### config.mk
export PLATFORM = sky130hd
export DESIGN_NAME = tms_timer
export DESIGN_NICKNAME = d
export VERILOG_FILES = /design/src/shared/tms_pkg.sv /design/src/logic/tms_timer.sv
export SDC_FILE = /design/constraint.sdc
export NUM_CORES = 1
export LEC_CHECK = 0
export BUFFER_PORTS_ARGS = -buffer_cell sky130_fd_sc_hd__clkbuf_2
export CORE_ASPECT_RATIO = 1.75
export CORE_MARGIN = 3
export CORE_UTILIZATION = 45
export CTS_BUF_LIST = sky130_fd_sc_hd__clkbuf_16
export DETAILED_ROUTE_END_ITERATION = 12
export GPL_TIMING_DRIVEN = 0
export SETUP_SLACK_MARGIN = 0.3
export SLEW_MARGIN = 20
export SYNTH_ARGS = -nofsm -noshare
export SYNTH_HDL_FRONTEND = slang
export SYNTH_SLANG_ARGS = --single-unit
export TNS_END_PERCENT = 5
### constraint.sdc
create_clock -name clk -period 3.65 [get_ports clk]
set_clock_uncertainty 0.05 [all_clocks]
set_input_delay 0.1825 -clock clk [delete_from_list [all_inputs] [get_ports clk]]
set_output_delay 0.1825 -clock clk [all_outputs]
set_load 0.005 [all_outputs]
### src/shared/tms_pkg.sv
// Constants, register map and mode encodings for the split-capable timer
package tms_pkg;
    // Register addresses and pages
    localparam logic [7:0] TMS_ADDR_MODE_EXT = 8'h93;
    localparam logic [7:0] TMS_ADDR_AUX_ROUTE = 8'hA4;
    localparam logic [7:0] TMS_ADDR_CTRL = 8'hC8;
    localparam logic [7:0] TMS_ADDR_MODE = 8'hC9;
    localparam logic [7:0] TMS_ADDR_RCAP_L = 8'hCA;
    localparam logic [7:0] TMS_ADDR_RCAP_H = 8'hCB;
    localparam logic [7:0] TMS_ADDR_CNT_L = 8'hCC;
    localparam logic [7:0] TMS_ADDR_CNT_H = 8'hCD;
    localparam logic TMS_PAGE_0 = 1'b0;
    localparam logic TMS_PAGE_1 = 1'b1;
    localparam logic [7:0] TMS_REG_RESET = 8'h00;
    // Timer mode register fields
    localparam int TMS_M_SPLIT = 7;
    localparam int TMS_M_LCLK0 = 6;
    localparam int TMS_M_RISE = 5;
    localparam int TMS_M_CKMID = 4;
    localparam int TMS_M_LRUN = 3;
    localparam int TMS_M_LAUTO = 2;
    localparam int TMS_M_CKOE = 1;
    localparam int TMS_M_MS0 = 0;
    // Extended mode register fields
    localparam int TMS_X_LCLK1 = 7;
    localparam int TMS_X_IGN = 6;
    localparam int TMS_X_ALIAS = 5;
    localparam int TMS_X_CKHI = 4;
    localparam int TMS_X_MS1 = 3;
    localparam int TMS_X_CAPSRC = 0;
    // Control register fields
    localparam int TMS_C_OVF = 7;
    localparam int TMS_C_EXTF = 6;
    localparam int TMS_C_RXCLK = 5;
    localparam int TMS_C_TXCLK = 4;
    localparam int TMS_C_FALL = 3;
    localparam int TMS_C_RUN = 2;
    localparam int TMS_C_CT = 1;
    localparam int TMS_C_CPRL = 0;
    // Pin routing field
    localparam int TMS_A_ROUTE = 6;
    // Core clock divide by twelve prescaler
    localparam int TMS_DIV_RATIO = 12;
    localparam logic [3:0] TMS_DIV_LAST = 4'(TMS_DIV_RATIO - 1);
    // Operating modes {capture_reload_sel, mode_sel0}
    typedef enum logic [1:0] {
        TMS_AUTO_RELOAD = 2'b00,
        TMS_RELOAD_EXT = 2'b01,
        TMS_CAPTURE = 2'b10,
        TMS_CAPTURE_ZERO = 2'b11
    } tms_mode_t;
endpackage

### src/logic/tms_timer.sv
// Split-capable 16-bit timer with mode, clock, capture source and pin routing
`timescale 1ns/1ps
module tms_timer (
    input wire logic clk, // System clock, 10 MHz
    input wire logic arst_n, // Async reset, active low
    input wire logic sfr_page, // Register page select
    input wire logic [7:0] sfr_addr, // Register address
    input wire logic sfr_wr, // Register write strobe
    input wire logic sfr_rd, // Register read strobe
    input wire logic [7:0] sfr_wdata, // Register write data
    output logic [7:0] sfr_rdata, // Read data, one cycle after strobe
    input wire logic [7:0] port_pin_in, // Pin pairs: clock pin even, trigger odd
    output logic [7:0] port_pin_out, // Pin output levels
    output logic [7:0] port_pin_oe, // Pin output enables
    input wire logic serial1_brg_overflow, // Serial 1 baud overflow pulse
    input wire logic ext_int0_event, // External interrupt 0 event pulse
    input wire logic ext_int2_event, // External interrupt 2 event
    input wire logic timer0_overflow, // Timer 0 overflow pulse
    input wire logic comparator0_event, // Comparator 0 event pulse
    input wire logic keypad_event, // Keypad event
    input wire logic serial0_rx, // Serial 0 receive line
    input wire logic serial1_rx, // Serial 1 receive line
    input wire logic comparator0_output, // Comparator 0 level
    input wire logic comparator1_output, // Comparator 1 level
    input wire logic twowire_clock_line, // Two-wire clock line
    output logic timer_overflow, // Overflow pulse to peripherals
    output logic rx_clock_sel, // Serial 0 receive clock from this timer
    output logic tx_clock_sel, // Serial 0 transmit clock from this timer
    output logic timer_irq // Timer interrupt request, level
);
    import tms_pkg::*;

    logic [7:0] mode_q, mode_d, mode_ext_q, mode_ext_d, aux_q, aux_d;
    logic [7:0] ctrl_q, ctrl_d, rdata_q, rdata_d;
    logic lovf_flag_q, lovf_flag_d, lirq_en_q, lirq_en_d;
    logic [15:0] cnt_q, cnt_d, rcap_q, rcap_d;
    logic [3:0] div_q, div_d;
    logic ckout_q, ckout_d, ovf_out_q, ovf_out_d;
    logic [7:0] trig_s1_q, trig_s2_q;
    logic trig_prev_q, pin_s1_q, pin_s2_q, pin_prev_q;
    logic [7:0] trig_raw;
    logic [1:0] route;
    logic split, lrun, run, ser0, reload_en, div_tick, pin_tick;
    logic trig_now, rise, fall, ext_evt, cap_evt;
    logic low_tick, high_tick, low_inc, high_inc, low_ovf, high_ovf, ovf_evt;
    logic wr_cnt_l, wr_cnt_h, wr_rcap_l, wr_rcap_h, wr_ctrl, auto_clr;
    tms_mode_t mode;

    // Write decode per register
    function automatic logic wr_at(input logic pg, input logic [7:0] ad);
        wr_at = sfr_wr && (sfr_page == pg) && (sfr_addr == ad);
    endfunction

    assign wr_cnt_l = wr_at(TMS_PAGE_0, TMS_ADDR_CNT_L);
    assign wr_cnt_h = wr_at(TMS_PAGE_0, TMS_ADDR_CNT_H);
    assign wr_rcap_l = wr_at(TMS_PAGE_0, TMS_ADDR_RCAP_L);
    assign wr_rcap_h = wr_at(TMS_PAGE_0, TMS_ADDR_RCAP_H);
    assign wr_ctrl = wr_at(TMS_PAGE_0, TMS_ADDR_CTRL);

    // Decoded control fields
    assign split = mode_q[TMS_M_SPLIT];
    assign lrun = mode_q[TMS_M_LRUN];
    assign run = ctrl_q[TMS_C_RUN];
    assign ser0 = ctrl_q[TMS_C_RXCLK] | ctrl_q[TMS_C_TXCLK];
    assign mode = tms_mode_t'({ctrl_q[TMS_C_CPRL], mode_q[TMS_M_MS0]});
    assign reload_en = ~ctrl_q[TMS_C_CPRL];
    assign route = aux_q[TMS_A_ROUTE +: 2];
    assign rx_clock_sel = ctrl_q[TMS_C_RXCLK];
    assign tx_clock_sel = ctrl_q[TMS_C_TXCLK];

    // Trigger candidates, index equals capture source code
    assign trig_raw = {twowire_clock_line, comparator1_output, comparator0_output,
                       serial1_rx, ext_int2_event, keypad_event, serial0_rx,
                       port_pin_in[{route, 1'b1}]};

    // Synchronisers; only second stage feeds edge logic
    always_ff @(posedge clk or negedge arst_n) begin
        if (!arst_n) begin
            trig_s1_q <= 8'h00;
            trig_s2_q <= 8'h00;
            trig_prev_q <= 1'b0;
            pin_s1_q <= 1'b0;
            pin_s2_q <= 1'b0;
            pin_prev_q <= 1'b0;
        end else begin
            trig_s1_q <= trig_raw;
            trig_s2_q <= trig_s1_q;
            trig_prev_q <= trig_now;
            pin_s1_q <= port_pin_in[{route, 1'b0}];
            pin_s2_q <= pin_s1_q;
            pin_prev_q <= pin_s2_q;
        end
    end

    // Edge events from the selected trigger and count pin
    assign trig_now = trig_s2_q[mode_ext_q[TMS_X_CAPSRC +: 3]];
    assign rise = trig_now & ~trig_prev_q;
    assign fall = ~trig_now & trig_prev_q;
    assign ext_evt = (rise & mode_q[TMS_M_RISE]) | (fall & ctrl_q[TMS_C_FALL]);
    assign cap_evt = ext_evt & ~ser0;
    assign pin_tick = pin_prev_q & ~pin_s2_q;
    assign div_tick = (div_q == TMS_DIV_LAST);

    // Low byte clock select
    always_comb begin
        unique case ({mode_ext_q[TMS_X_LCLK1], mode_q[TMS_M_LCLK0]})
            2'b00: low_tick = div_tick;
            2'b01: low_tick = 1'b1;
            2'b10: low_tick = serial1_brg_overflow;
            2'b11: low_tick = ext_int0_event;
        endcase
    end

    assign low_inc = split & lrun & low_tick;
    assign low_ovf = low_inc & (cnt_q[7:0] == 8'hFF);

    // Sixteen-bit or high byte clock select
    always_comb begin
        unique case ({mode_ext_q[TMS_X_CKHI], mode_q[TMS_M_CKMID], ctrl_q[TMS_C_CT]})
            3'b000: high_tick = div_tick;
            3'b001: high_tick = pin_tick;
            3'b010: high_tick = 1'b1;
            3'b011: high_tick = split ? low_ovf : ext_int0_event;
            3'b100: high_tick = serial1_brg_overflow;
            3'b101: high_tick = timer0_overflow;
            3'b110: high_tick = comparator0_event;
            3'b111: high_tick = keypad_event;
        endcase
    end

    assign high_inc = run & high_tick;
    assign high_ovf = high_inc & (split ? (cnt_q[15:8] == 8'hFF) : (cnt_q == 16'hFFFF));
    assign ovf_evt = split ? low_ovf : high_ovf;
    assign auto_clr = mode_q[TMS_M_LAUTO] &
                      ((reload_en & high_ovf) | (~reload_en & cap_evt));

    // Counter and reload/capture next values
    always_comb begin
        cnt_d = cnt_q;
        rcap_d = rcap_q;
        if (split) begin
            if (low_inc) begin
                cnt_d[7:0] = low_ovf ? (reload_en ? rcap_q[7:0] : 8'h00) : cnt_q[7:0] + 8'h01;
            end
            if (high_inc) begin
                cnt_d[15:8] = high_ovf ? (reload_en ? rcap_q[15:8] : 8'h00)
                                       : cnt_q[15:8] + 8'h01;
            end
        end else if (high_inc) begin
            cnt_d = high_ovf ? (reload_en ? rcap_q : 16'h0000) : cnt_q + 16'h0001;
        end
        if (cap_evt) begin
            unique case (mode)
                TMS_AUTO_RELOAD: cnt_d = cnt_d;
                TMS_RELOAD_EXT: cnt_d = rcap_q;
                TMS_CAPTURE: rcap_d = cnt_q;
                TMS_CAPTURE_ZERO: begin
                    rcap_d = cnt_q;
                    cnt_d = 16'h0000;
                end
            endcase
        end
        // Software writes win over counting
        if (wr_cnt_l) cnt_d[7:0] = sfr_wdata;
        if (wr_cnt_h) cnt_d[15:8] = sfr_wdata;
        if (wr_rcap_l) rcap_d[7:0] = sfr_wdata;
        if (wr_rcap_h) rcap_d[15:8] = sfr_wdata;
    end

    // Control registers; hardware set wins over software clear
    always_comb begin
        mode_d = wr_at(TMS_PAGE_0, TMS_ADDR_MODE) ? sfr_wdata : mode_q;
        mode_ext_d = wr_at(TMS_PAGE_1, TMS_ADDR_MODE_EXT) ? sfr_wdata : mode_ext_q;
        aux_d = wr_at(TMS_PAGE_1, TMS_ADDR_AUX_ROUTE) ? sfr_wdata : aux_q;
        ctrl_d = ctrl_q;
        lovf_flag_d = lovf_flag_q;
        lirq_en_d = lirq_en_q;
        if (wr_ctrl) begin
            ctrl_d = {sfr_wdata[7:6], ctrl_q[5:4], sfr_wdata[3:0]};
            if (mode_ext_q[TMS_X_ALIAS]) begin
                lovf_flag_d = sfr_wdata[TMS_C_RXCLK];
                lirq_en_d = sfr_wdata[TMS_C_TXCLK];
            end else begin
                ctrl_d[5:4] = sfr_wdata[5:4];
            end
        end
        if (auto_clr) mode_d[TMS_M_LRUN] = 1'b0;
        if (high_ovf && !ser0) ctrl_d[TMS_C_OVF] = 1'b1;
        if (ext_evt) ctrl_d[TMS_C_EXTF] = 1'b1;
        if (low_ovf) lovf_flag_d = 1'b1;
    end

    // Prescaler, clock-out toggle and overflow pulse
    always_comb begin
        div_d = div_tick ? 4'h0 : div_q + 4'h1;
        ckout_d = ckout_q ^ ovf_evt;
        ovf_out_d = ovf_evt;
    end

    // Registered read data; unmapped addresses read zero
    always_comb begin
        rdata_d = rdata_q;
        if (sfr_rd) begin
            rdata_d = 8'h00;
            if (sfr_page == TMS_PAGE_0) begin
                unique case (sfr_addr)
                    TMS_ADDR_CTRL: rdata_d = {ctrl_q[7:6], mode_ext_q[TMS_X_ALIAS] ?
                                              {lovf_flag_q, lirq_en_q} : ctrl_q[5:4],
                                              ctrl_q[3:0]};
                    TMS_ADDR_MODE: rdata_d = mode_q;
                    TMS_ADDR_RCAP_L: rdata_d = rcap_q[7:0];
                    TMS_ADDR_RCAP_H: rdata_d = rcap_q[15:8];
                    TMS_ADDR_CNT_L: rdata_d = cnt_q[7:0];
                    TMS_ADDR_CNT_H: rdata_d = cnt_q[15:8];
                    default: rdata_d = 8'h00;
                endcase
            end else begin
                unique case (sfr_addr)
                    TMS_ADDR_MODE_EXT: rdata_d = mode_ext_q;
                    TMS_ADDR_AUX_ROUTE: rdata_d = aux_q;
                    default: rdata_d = 8'h00;
                endcase
            end
        end
    end

    // State registers
    always_ff @(posedge clk or negedge arst_n) begin
        if (!arst_n) begin
            mode_q <= TMS_REG_RESET;
            mode_ext_q <= TMS_REG_RESET;
            aux_q <= TMS_REG_RESET;
            ctrl_q <= TMS_REG_RESET;
            lovf_flag_q <= 1'b0;
            lirq_en_q <= 1'b0;
            cnt_q <= 16'h0000;
            rcap_q <= 16'h0000;
            div_q <= 4'h0;
            ckout_q <= 1'b0;
            ovf_out_q <= 1'b0;
            rdata_q <= 8'h00;
        end else begin
            mode_q <= mode_d;
            mode_ext_q <= mode_ext_d;
            aux_q <= aux_d;
            ctrl_q <= ctrl_d;
            lovf_flag_q <= lovf_flag_d;
            lirq_en_q <= lirq_en_d;
            cnt_q <= cnt_d;
            rcap_q <= rcap_d;
            div_q <= div_d;
            ckout_q <= ckout_d;
            ovf_out_q <= ovf_out_d;
            rdata_q <= rdata_d;
        end
    end

    // Clock-out onto the clock pin of the routed pair
    always_comb begin
        port_pin_out = 8'h00;
        port_pin_oe = 8'h00;
        port_pin_out[{route, 1'b0}] = ckout_q;
        port_pin_oe[{route, 1'b0}] = mode_q[TMS_M_CKOE];
    end

    assign sfr_rdata = rdata_q;
    assign timer_overflow = ovf_out_q;
    assign timer_irq = (ctrl_q[TMS_C_OVF] & ~mode_ext_q[TMS_X_IGN]) | ctrl_q[TMS_C_EXTF] |
                       (lovf_flag_q & lirq_en_q);
endmodule

* Yosys cells after proc, flatten, opt, wreduce, memory -nomap -nowiden
Index checks and enable logic that the tools add are counted.
Widths: inputs -> output; s select.
** Word-level totals
- Output and inout port bits :: 28
- Logic and storage cells :: 163
- Bits of input ports :: 40
- Flip-flop bits (word level) :: 100
** Cells by class
- Reduce and logical (&&, ||, !) cells :: 30
- Equality and inequality tests :: 25
- $lt $le $gt $ge :: 4
- Add/sub/neg operators :: 4
- Muxes and demuxes :: 45
- Bitwise operators :: 32
** Operators with widths (number)
- $mux 16 :: 7
- $mux 8 :: 12
- $eq 8x8->1 const B :: 10
- $pmux 8 s6 :: 1
- $pmux 16 s2 :: 1
- $reduce_bool 2->1 :: 9
- $add 16x1->16 const B :: 1
- $add 8x1->8 const B :: 2
- $and 1x1->1 :: 16
- $and 8x7->8 :: 2
- $eq 16x16->1 const B :: 1
- $pmux 8 s2 :: 1
- $mux 1 :: 13
- $eq 3x3->1 const B :: 4
- $logic_and 1x1->1 :: 12
- $lt 3x4->1 const B :: 3
- $reduce_and 2->1 :: 5
- $eq 2x2->1 const B :: 4
- $mux 4 :: 2
- $not 1->1 :: 8
- $pmux 1 s8 :: 1
- $eq 3x2->1 const B :: 2
- $or 1x1->1 :: 5
- $add 4x1->4 const B :: 1
- 14 further kinds :: 17

* Logic depth before layout (Yosys ltp)
Gate-level depths: netlist (run 1).
- Word-level depth :: 14
- Gate-level depth with buffers :: 9

* Least setup slack after synthesis (run 1)
No wires, ideal clock.
- Kind :: reg-to-reg
- From :: register cnt_q[0]
- To :: register cnt_q[6]
- Cell stages (with the launch flop) :: 9
- Clock period less this slack :: 2.251 ns
- Library setup time :: 0.065 ns
- Slack :: 1.399 ns
- Buffers on the path :: 1
- Arrival :: 2.136 ns
- Cells stage by stage :: dfrtp_1 ha_1 nand3_1 o21ai_1 and2_1 clkbuf_1 o211ai_4 a221oi_2 o221a_2
** Between the ends
- Longest elaborated chain between the ends :: 12
** RTL lines
- start: declaration :: line tms_timer.sv:36 : logic [15:0] cnt_q, cnt_d, rcap_q, rcap_d;
- start signal: assignment :: line tms_timer.sv:249 : cnt_q <= cnt_d;
- $eq 8x8->1 :: line tms_timer.sv:115 : assign low_ovf = low_inc & (cnt_q[7:0] == 8'hFF);
- $and 1x1->1 :: line tms_timer.sv:115
- $mux 1 :: line tms_timer.sv:123 : 3'b011: high_tick = split ? low_ovf : ext_int0_event;
- $pmux 1 s8 :: line tms_timer.sv:119 : unique case ({mode_ext_q[TMS_X_CKHI], mode_q[TMS_M_CKMID], ctrl_q[TMS_C_CT]})
- $and 1x1->1 :: line tms_timer.sv:131 : assign high_inc = run & high_tick;
- $and 1x1->1 :: line tms_timer.sv:132 : assign high_ovf = high_inc & (split ? (cnt_q[15:8] == 8'hFF) : (cnt_q == 16'hFFFF));
- $mux 16 :: line tms_timer.sv:150 : cnt_d = high_ovf ? (reload_en ? rcap_q : 16'h0000) : cnt_q + 16'h0001;
- $mux 16 :: line tms_timer.sv:149 : end else if (high_inc) begin
- $mux 16 * :: line tms_timer.sv:141 : if (split) begin
- $pmux 16 s2 :: line tms_timer.sv:153 : unique case (mode)
- $mux 16 * :: line tms_timer.sv:152 : if (cap_evt) begin
- $mux 8 * :: line tms_timer.sv:164 : if (wr_cnt_l) cnt_d[7:0] = sfr_wdata;
- via cnt_d[6] :: line tms_timer.sv:36
The timed path passes the listed nets; every way through them passes the cells marked *.
A chain may end at the register's enable or synchronous reset.

* Final worst setup path (run 1)
- From :: register cnt_q[0]
- To :: register cnt_q[0]
Same word-level chain as after synthesis.

==> summary.txt, run 1 <==
Logic synthesis
  • Yosys cell types: 84
  • Yosys Warn Count: 0
  • Most used DFF post-synth: dfrtp_1
  • Register area share after synthesis: 41.5%
  • Async S/R FF share, synth: 100%
  • Synth top area cells: dfrtp_1 (41%), mux2_2 (6.3%), mux2i_1 (4.6%), nand2_1 (4.5%), a21oi_1 (3.2%)
  • Mapped cell area: 6030 um^2
  • Synthesized netlist cell count: 627
  • Share of the synthesized area in the top cell type: 41.5%
  • Post-synth EDFFs: 0
  • Yosys reg bits: 100
  • Avg Cell Area, Syn: 9.62 um^2
  • Synth area leader: dfrtp_1

Detailed routing
  • Drt pass-1 iters: 6
  • Routed length per instance: 23.1 um
  • DRC Markers: 0
  • Antenna Nets Post-Route: 0
  • Vias per cell: 6.26
  • Vias: 5531
  • Routed Wire Length: 20.5 mm
  • Drt initial violations: 534

Status
  • Status: complete, no violations

Layout
  • Fillers: 1183
  • Most frequent cells in the layout: dfrtp_1 (100), nand2_1 (73), clkbuf_2 (54)
  • Layout cells sized above 1: 22.1%
  • Area Growth Syn to Fin: 15.3%
  • Post-layout nets: 750
  • Commonest non-fill, non-tap cell in the layout: dfrtp_1
  • Fin util: 53.5%

Place
  • GPL Wtd Cong: 0.973
  • DP Wirelength: 15.7 mm
  • Buffers on Ports: 53

Global route
  • Remaining global-route overflow: 0
  • Vias in the first global route: 5575
  • Initial antenna violation count: 0
  • Total GRT Usage: 27.9%
  • First-pass GRT wire length: 31.4 mm
  • Largest net degree at the start of global routing: 59

CTS
  • CTS tree: done
  • Clock buffer count from CTS: 9
  • Max Root-Sink Buffers: 2
  • Reg clk slew, reported paths: 70 ps
  • Clock root buffer: clkbuf_16
  • Clk_lat worst skew: 350 ps
  • CTS H-Tree Depth: 3
  • CTS sink cnt: 100
  • Post_cts resized: 0

Worst setup path
  • Bufs and invs on worst path: 0
  • CP Max Fanout: 10
  • Worst path arrival time: 3290 ps
  • Crit-path slowest cell: o21ai_2
  • CP Cell Sequence: ha_1 -> and3_1 -> nand2_1 -> o21ai_2 -> nand2_2 -> o311ai_1 -> a31oi_1
  • Crit. End Element: flop
  • Startpoint Class: flop
  • CP top delay family: compound AO/OA/AOI/OAI gates
  • CP Data Required Time: 3810 ps
  • Critical path class: reg2reg
  • Crit-path max cell delay: 610 ps

STA
  • Pins Over Slew Limit: 0
  • Period utilisation layout: 85.8%
  • Hold Violations, Final: 0
  • Final Critical Period: 3130 ps
  • Final TNS setup: 0 ps
  • Worst-margin pin slew: 861 ps
  • Achievable frequency: 0.319 GHz
  • Final setup fails: 0
  • Slew HR: 42.5%
  • RSZ-0062 raised after global routing: no
  • Fin Hold WS: 98.0 ps

Floorplan
  • Die height: 159 um
  • Die Width: 93.5 um
  • Core area: 13000 um^2
  • I/O pins: 68
  • Starting Density: 46.4%
  • Die area: 14900 um^2
  • Rows: 55

Power
  • P_leak: 3.14 nW
  • VDD IR-drop max: 0.321 mV
  • Pwr Density: 397 nW/um^2

Worst hold path
  • Min-delay worst type: in2reg

Job
  • # Max-Cap Violations: 0
-- area by class of cell --
| cell class | instances | area [um^2] | area share (%) |
|---|---|---|---|
| plain buffers | 51 | 264 | 3.79 |
| well taps | 171 | 214 | 3.07 |
| multi-input cells | 464 | 3220 | 46.3 |
| diodes | 1 | 2.50 | 0.0360 |
| clock buffers | 9 | 225 | 3.24 |
| flip-flops and latches | 100 | 2500 | 36.0 |
| inverters | 19 | 71.3 | 1.02 |
| repair buffers | 62 | 382 | 5.48 |
| clock inverters | 7 | 76.3 | 1.10 |
-- sequential cells by signal, indices dropped and copies added, names as in the netlist, 4 cells and up --
signal      cells
cnt_q          16
rcap_q         16
aux_q           8
ctrl_q          8
mode_ext_q      8
mode_q          8
sfr_rdata       8
trig_s1_q       8
trig_s2_q       8
div_q           4
-- worst min-delay path, stage by stage --
cell and delay, ps:
buf_1 140, nand2_1 80, o22ai_1 50
-- Yosys cell counts (5+ instances only) --
cell	number
mux2_2	34
nor3_1	6
nand3_1	28
nor2_1	40
nand2_1	73
nand2b_1	5
buf_2	8
dfrtp_1	100
inv_1	18
o22ai_1	13
o211ai_1	9
and3_1	11
mux4_2	8
o21ai_0	25
and4_1	5
a41oi_1	5
mux2i_1	28
a221o_1	6
nand4_1	6
nor3b_1	5
a31oi_1	12
nor2b_1	7
a21oi_1	39
clkbuf_1	25
buf_4	12
-- metrics by stage --
step	area, um^2	worst slack (ps)	total power [mW]	cells
6_report	6960	520	2.76	884
5_1_grt	6960	350	2.87	883
3_3_place_gp	6540	685	1.75	858
3_5_place_dp	6570	635	1.77	859
2_1_floorplan	6060	1400	1.56	634
4_1_cts	6960	621	2.76	883
-- layer usage --
metal / routed length (um) / GRT usage (%)
met1: 7470 / 31.4
met2: 10700 / 49.0
met3: 1080 / 3.88
met4: 1250 / 16.6
met5: 0 / 0
-- final timing paths --
path                                end  slack, ps  cells past startpoint    startpoint
max                            cnt_q[0]        520                      7      cnt_q[0]
min                        sfr_rdata[2]        100                      3        sfr_rd
max reg2reg                    cnt_q[0]        520                      7      cnt_q[0]
min reg2reg                trig_s2_q[6]        300                      0  trig_s1_q[6]
max in group asynchronous  trig_s1_q[4]       2680                      3        arst_n
min in group asynchronous      cnt_q[5]        270                      2        arst_n
-- cell families after synthesis --
family / share of synthesized area [%]
AO/OA/AOI/OAI: 19.9
XOR/XNOR: 0.581
adder cells (fa/ha/maj): 0.622
buffers and inverters: 5.56
flip-flops: 41.5
multiplexers: 14.2
other: 0.0622
AND/OR/NAND/NOR: 17.6
-- where the power goes --
group	leakage, nW	switching [mW]	total [mW]	internal [mW]
clock	0.147	0.455	0.993	0.538
sequential	1.23	0.117	1.30	1.18
combinational	1.76	0.273	0.471	0.198
-- timing repair --
item	CTS	global route
buffers inserted	0	0
hold buffers	8	0
endpoints found under the hold margin	49	0
endpoints found under the setup margin	0	0
No activity file was read; power rests on OpenSTA's default activity.
==> run 2: changes to the inputs <==
--- a/config.mk
+++ b/config.mk
@@ -8,10 +8,11 @@
 export BUFFER_PORTS_ARGS = -buffer_cell sky130_fd_sc_hd__clkbuf_2
 export CORE_ASPECT_RATIO = 1.75
 export CORE_MARGIN = 3
-export CORE_UTILIZATION = 45
+export CORE_UTILIZATION = 64
 export CTS_BUF_LIST = sky130_fd_sc_hd__clkbuf_16
 export DETAILED_ROUTE_END_ITERATION = 12
 export GPL_TIMING_DRIVEN = 0
+export PLACE_DENSITY = 0.86
 export SETUP_SLACK_MARGIN = 0.3
 export SLEW_MARGIN = 20
 export SYNTH_ARGS = -nofsm -noshare
==> run 2 against run 1 <==
Effect of this change:
- total power is 2.7% lower
- largest cell class unchanged
- sequential cell count unchanged
- register-to-register slack worse by 20 ps
- setup slack worse by 16 ps
- clock-buffer cell count is the same
- first-iteration DRC count rose by 38%
- critical path depth stayed put
- sequential share of layout area increased by 0.45 points
==> summary.txt, run 2 (synthesized netlist as in run 1, its figures left out) <==
Status
  • Status: complete, no violations

Job
  • # Max-Cap Violations: 0

Layout
  • Biggest regs: cnt_q x16, rcap_q x16
  • Post-layout nets: 750
  • Layout cells sized above 1: 22.1%
  • Area Growth Syn to Fin: 13.9%
  • Commonest non-fill, non-tap cell in the layout: dfrtp_1
  • Fillers: 602
  • Most frequent cells in the layout: dfrtp_1 (100), nand2_1 (73), clkbuf_2 (54)
  • Ant diodes: 0

CTS
  • CTS H-Tree Depth: 3
  • Max Root-Sink Buffers: 2
  • CTS sink cnt: 100
  • Reg clk slew, reported paths: 70 ps
  • CTS tree: done
  • Clock buffer count from CTS: 9
  • Clk_lat worst skew: 350 ps
  • Clock root buffer: clkbuf_16

Worst setup path
  • Crit-path slowest cell: dfrtp_1
  • Crit path launch: cnt_q[0]
  • Startpoint Class: flop
  • Worst path arrival time: 3320 ps
  • CP Max Fanout: 10
  • CP top delay family: compound AO/OA/AOI/OAI gates
  • Worst r2r dst: cnt_q[0]
  • CP endpoint: cnt_q[0]
  • Bufs and invs on worst path: 0
  • Crit-path max cell delay: 610 ps
  • CP Data Required Time: 3830 ps
  • Reg2Reg Setup Slack: 500 ps
  • Critical path class: reg2reg
  • Crit. End Element: flop
  • CP Cell Sequence: ha_1 -> and3_1 -> nand2_1 -> o21ai_2 -> nand2_2 -> o311ai_1 -> a31oi_1
  • Reg2Reg Depth: 7
  • Critical R2R Launch: cnt_q[0]
  • Instance count on the critical path: 7

Floorplan
  • Die Width: 79.4 um
  • Die height: 134 um
  • I/O pins: 68
  • Die area: 10700 um^2
  • Rows: 46
  • Starting Density: 65.9%
  • Core area: 9150 um^2

STA
  • Final Critical Period: 3150 ps
  • Hold Violations, Final: 0
  • Final TNS setup: 0 ps
  • Final setup fails: 0
  • Achievable frequency: 0.318 GHz
  • Period utilisation layout: 86.2%
  • Pins Over Slew Limit: 0
  • RSZ-0062 raised after global routing: no
  • Slew HR: 34.4%
  • Fin Hold WS: 117 ps
  • Worst-margin pin slew: 982 ps

Global route
  • Total GRT Usage: 42.6%
  • Largest net degree at the start of global routing: 97
  • Initial antenna violation count: 0
  • Vias in the first global route: 6005
  • Remaining global-route overflow: 0
  • First-pass GRT wire length: 33.5 mm

Worst hold path
  • Min-delay worst type: in2reg
  • Worst hold start: sfr_rd

Detailed routing
  • Drt pass-1 iters: 5
  • Vias per cell: 7.12
  • Routed length per instance: 26.0 um
  • Routed Wire Length: 21.6 mm
  • Drt initial violations: 738
  • Vias: 5919
  • DRC Markers: 0
  • Antenna Nets Post-Route: 0

Place
  • Buffers on Ports: 53
  • GPL Wtd Cong: 1.02
  • DP Wirelength: 14.9 mm

Power
  • Pwr Density: 391 nW/um^2
  • P_leak: 3.13 nW
  • VDD IR-drop max: 0.360 mV
## run 2: how the worst min path moves through the flow
stage                   end  depth (start not counted)
2_1_floorplan      aux_q[0]                          0
3_3_place_gp   trig_s1_q[6]                          1
3_5_place_dp       cnt_q[2]                          1
4_1_cts        sfr_rdata[4]                          3
5_1_grt            cnt_q[4]                          3
6_report       sfr_rdata[4]                          3
## run 2: worst min-delay path: stages
cell and delay [ps]:
buf_1 150, nand2_1 90, o22ai_1 60
## run 2: area by class of cell
type	count	area [um^2]	area share, %
Sequential cell	100	2500	36.4
Clock inverter	6	57.6	0.837
Clock buffer	9	225	3.28
Inverter	19	71.3	1.04
Timing Repair Buffer	62	382	5.55
Multi-Input combinational cell	464	3220	46.9
Tap cell	120	150	2.18
Buffer	51	264	3.84
## run 2: routing by layer
| metal | track usage [%] | up-vias | wire [um] |
|---|---|---|---|
| met5 | 0 | - | 0 |
| met2 | 69.1 | 497 | 10600 |
| met4 | 29.9 | 0 | 1820 |
| met3 | 10.1 | 137 | 2060 |
| met1 | 48.7 | 2811 | 7140 |
| li1 | - | 2474 | - |
## run 2: where the power goes
group / switching (mW) / internal (mW) / total (mW)
sequential: 0.106 / 1.18 / 1.29
clock: 0.451 / 0.475 / 0.926
combinational: 0.274 / 0.198 / 0.473
total: 0.832 / 1.86 / 2.69
## run 2: what timing repair did
action,CTS,global route
gates resized for setup,0,0
setup buffers,0,0
hold endpoints to repair,107,0
hold buffers,8,0
endpoints found under the setup margin,0,0
## run 2: per-stage QoR
step | total power, mW | setup slack, ps | area (um^2) | utilization [%] | instances
2_1_floorplan | 1.56 | 1400 | 6060 | - | 634
4_1_cts | 2.65 | 609 | 6870 | 75.1 | 831
6_report | 2.69 | 504 | 6870 | 75.1 | 831
5_1_grt | 2.76 | 375 | 6870 | 75.1 | 831
3_5_place_dp | 1.75 | 638 | 6510 | 71.1 | 808
3_3_place_gp | 1.73 | 640 | 6470 | 70.7 | 807
==> run 3: changes to the inputs <==
--- a/config.mk
+++ b/config.mk
@@ -8,11 +8,11 @@
 export BUFFER_PORTS_ARGS = -buffer_cell sky130_fd_sc_hd__clkbuf_2
 export CORE_ASPECT_RATIO = 1.75
 export CORE_MARGIN = 3
-export CORE_UTILIZATION = 64
+export CORE_UTILIZATION = 50
 export CTS_BUF_LIST = sky130_fd_sc_hd__clkbuf_16
 export DETAILED_ROUTE_END_ITERATION = 12
 export GPL_TIMING_DRIVEN = 0
-export PLACE_DENSITY = 0.86
+export PLACE_DENSITY = 0.7
 export SETUP_SLACK_MARGIN = 0.3
 export SLEW_MARGIN = 20
 export SYNTH_ARGS = -nofsm -noshare
==> run 3 against run 2 <==
Effect of this change:
- fmax down 0.89%
- cell count rose by 1.9%
- first-iteration DRC count shrank 44%
- sequential share of layout area is 0.14 points lower
- via count shrank 6.2%
- non-clock buffer count is the same
- core utilization down 16 points
- global-route usage shrank 11 points
==> summary.txt, run 3 (synthesized netlist as in run 1, its figures left out) <==
CTS
  • Reg clk slew, reported paths: 80 ps
  • CTS tree: done
  • CTS sink cnt: 100
  • Clk_lat worst skew: 350 ps
  • Clock buffer count from CTS: 9
  • Max Root-Sink Buffers: 2
  • CTS H-Tree Depth: 3
  • Clock root buffer: clkbuf_16

Worst hold path
  • Hold path depth: 2
  • Worst Hold End: trig_s1_q[0]
  • Worst hold start: port_pin_in[7]
  • Min-delay worst type: in2reg

Detailed routing
  • Vias: 5552
  • Antenna Nets Post-Route: 0
  • Routed Wire Length: 20.4 mm
  • Drt pass-1 iters: 5
  • Drt initial violations: 416
  • Routed length per instance: 24.1 um
  • DRC Markers: 0
  • Vias per cell: 6.55

Layout
  • Post-layout nets: 750
  • Most frequent cells in the layout: dfrtp_1 (100), nand2_1 (73), clkbuf_2 (54)
  • Ant diodes: 0
  • Area Growth Syn to Fin: 14.4%
  • Fillers: 1067
  • Layout cells sized above 1: 22.2%
  • Biggest regs: cnt_q x16, rcap_q x16
  • Fin util: 58.9%
  • Commonest non-fill, non-tap cell in the layout: dfrtp_1

Worst setup path
  • Worst path arrival time: 3390 ps
  • Critical R2R Launch: cnt_q[0]
  • Critical path class: reg2reg
  • Startpoint Class: flop
  • CP Data Required Time: 3870 ps
  • Worst r2r dst: cnt_q[4]
  • Reg2Reg Depth: 8
  • Reg2Reg Setup Slack: 480 ps
  • Crit. End Element: flop
  • CP Max Fanout: 10

Power
  • P_leak: 3.13 nW
  • Sw Share: 31.2%
  • Power Internal: 1.85 mW
  • Combinational Power Share: 17.3%
  • Switch Pwr: 0.840 mW
  • Flop pwr share: 48.0%
  • Pwr Density: 391 nW/um^2
  • VDD IR-drop max: 0.273 mV
  • Clock network fraction of total power: 34.7%

Floorplan
  • Core area: 11700 um^2
  • Die Width: 89.0 um
  • Die height: 151 um
  • Die area: 13500 um^2
  • Starting Density: 51.5%
  • I/O pins: 68
  • Rows: 52

Global route
  • Largest net degree at the start of global routing: 54
  • Initial antenna violation count: 0
  • Vias in the first global route: 5509
  • First-pass GRT wire length: 30.6 mm
  • Total GRT Usage: 31.1%
  • Remaining global-route overflow: 0

STA
  • Fin Hold WS: 103 ps
  • Hold Violations, Final: 0
  • Pins Over Slew Limit: 0
  • RSZ-0062 raised after global routing: no
  • Worst-margin pin slew: 836 ps
  • Achievable frequency: 0.315 GHz
  • Slew HR: 44.2%
  • Period utilisation layout: 87.0%
  • Final Critical Period: 3170 ps
  • Final TNS setup: 0 ps
  • Final setup fails: 0

Place
  • Buffers on Ports: 53
  • GPL Wtd Cong: 0.995
  • DP Wirelength: 15.4 mm

Job
  • # Max-Cap Violations: 0

Status
  • Status: complete, no violations
-- run 3: cell types whose count changed in the layout (fill, tap and decap cells not counted) --
cell	before	now
clkinv_1	1	2
clkinvlp_4	0	1
inv_6	1	0
nand3_1	28	27
nand3_2	0	1
-- run 3: layer usage --
metal  vias to the layer above  wire, um  GRT usage (%)
met5                         -         0              0
li1                       2474         -              -
met3                        91      1320           5.61
met2                       307     10300           52.1
met4                         0      1490           20.9
met1                      2680      7310           35.2
-- run 3: area by class of cell --
cell class              count  area [um^2]  area share, %
plain buffers              51          264           3.83
repair buffers             62          382           5.53
clock buffers               9          225           3.26
flip-flops and latches    100         2500           36.3
clock inverters             7         60.1          0.871
well taps                 135          169           2.45
inverters                  19         71.3           1.03
multi-input cells         464         3230           46.8
-- run 3: power groups by stage --
stage / Clock [mW] / Sequential (mW) / Combinational, mW
2_1_floorplan: 0 / 1.26 / 0.296
3_3_place_gp: 0 / 1.31 / 0.438
3_5_place_dp: 0 / 1.31 / 0.451
4_1_cts: 0.944 / 1.29 / 0.460
5_1_grt: 0.985 / 1.30 / 0.508
6_report: 0.936 / 1.29 / 0.465
-- run 3: worst max-delay path: stages (launching register included) --
cell	delay, ps
dfrtp_1	600
ha_1	360
nand3_1	240
o21ai_1	380
and2_1	180
clkbuf_1	620
a31oi_1	220
o2111ai_1	230
a2bb2oi_1	200
-- run 3: how the worst max path moves through the flow --
stage / cells after the start / startpoint / slack (ps) / endpoint
6_report: 8 / cnt_q[0] / 480 / cnt_q[4]
5_1_grt: 8 / cnt_q[0] / 360 / cnt_q[3]
4_1_cts: 7 / cnt_q[0] / 580 / cnt_q[0]
3_5_place_dp: 7 / cnt_q[0] / 590 / cnt_q[0]
3_3_place_gp: 7 / cnt_q[0] / 610 / cnt_q[0]
2_1_floorplan: 8 / cnt_q[0] / 1400 / cnt_q[6]
-- run 3: stage by stage --
stage	power [mW]	instances	instance area, um^2	worst slack (ps)
finish	2.69	847	6900	476
global route	2.79	847	6900	357
CTS	2.69	847	6890	577
detailed placement	1.76	823	6530	593
global placement	1.75	822	6490	608
floorplan	1.56	634	6060	1400
-- run 3: repair_timing --
action	4_1_cts	5_1_grt
resized for setup	0	1
buffers inserted	0	0
hold buffers	8	0
endpoints found under the setup margin	0	1
endpoints found under the hold margin	54	0
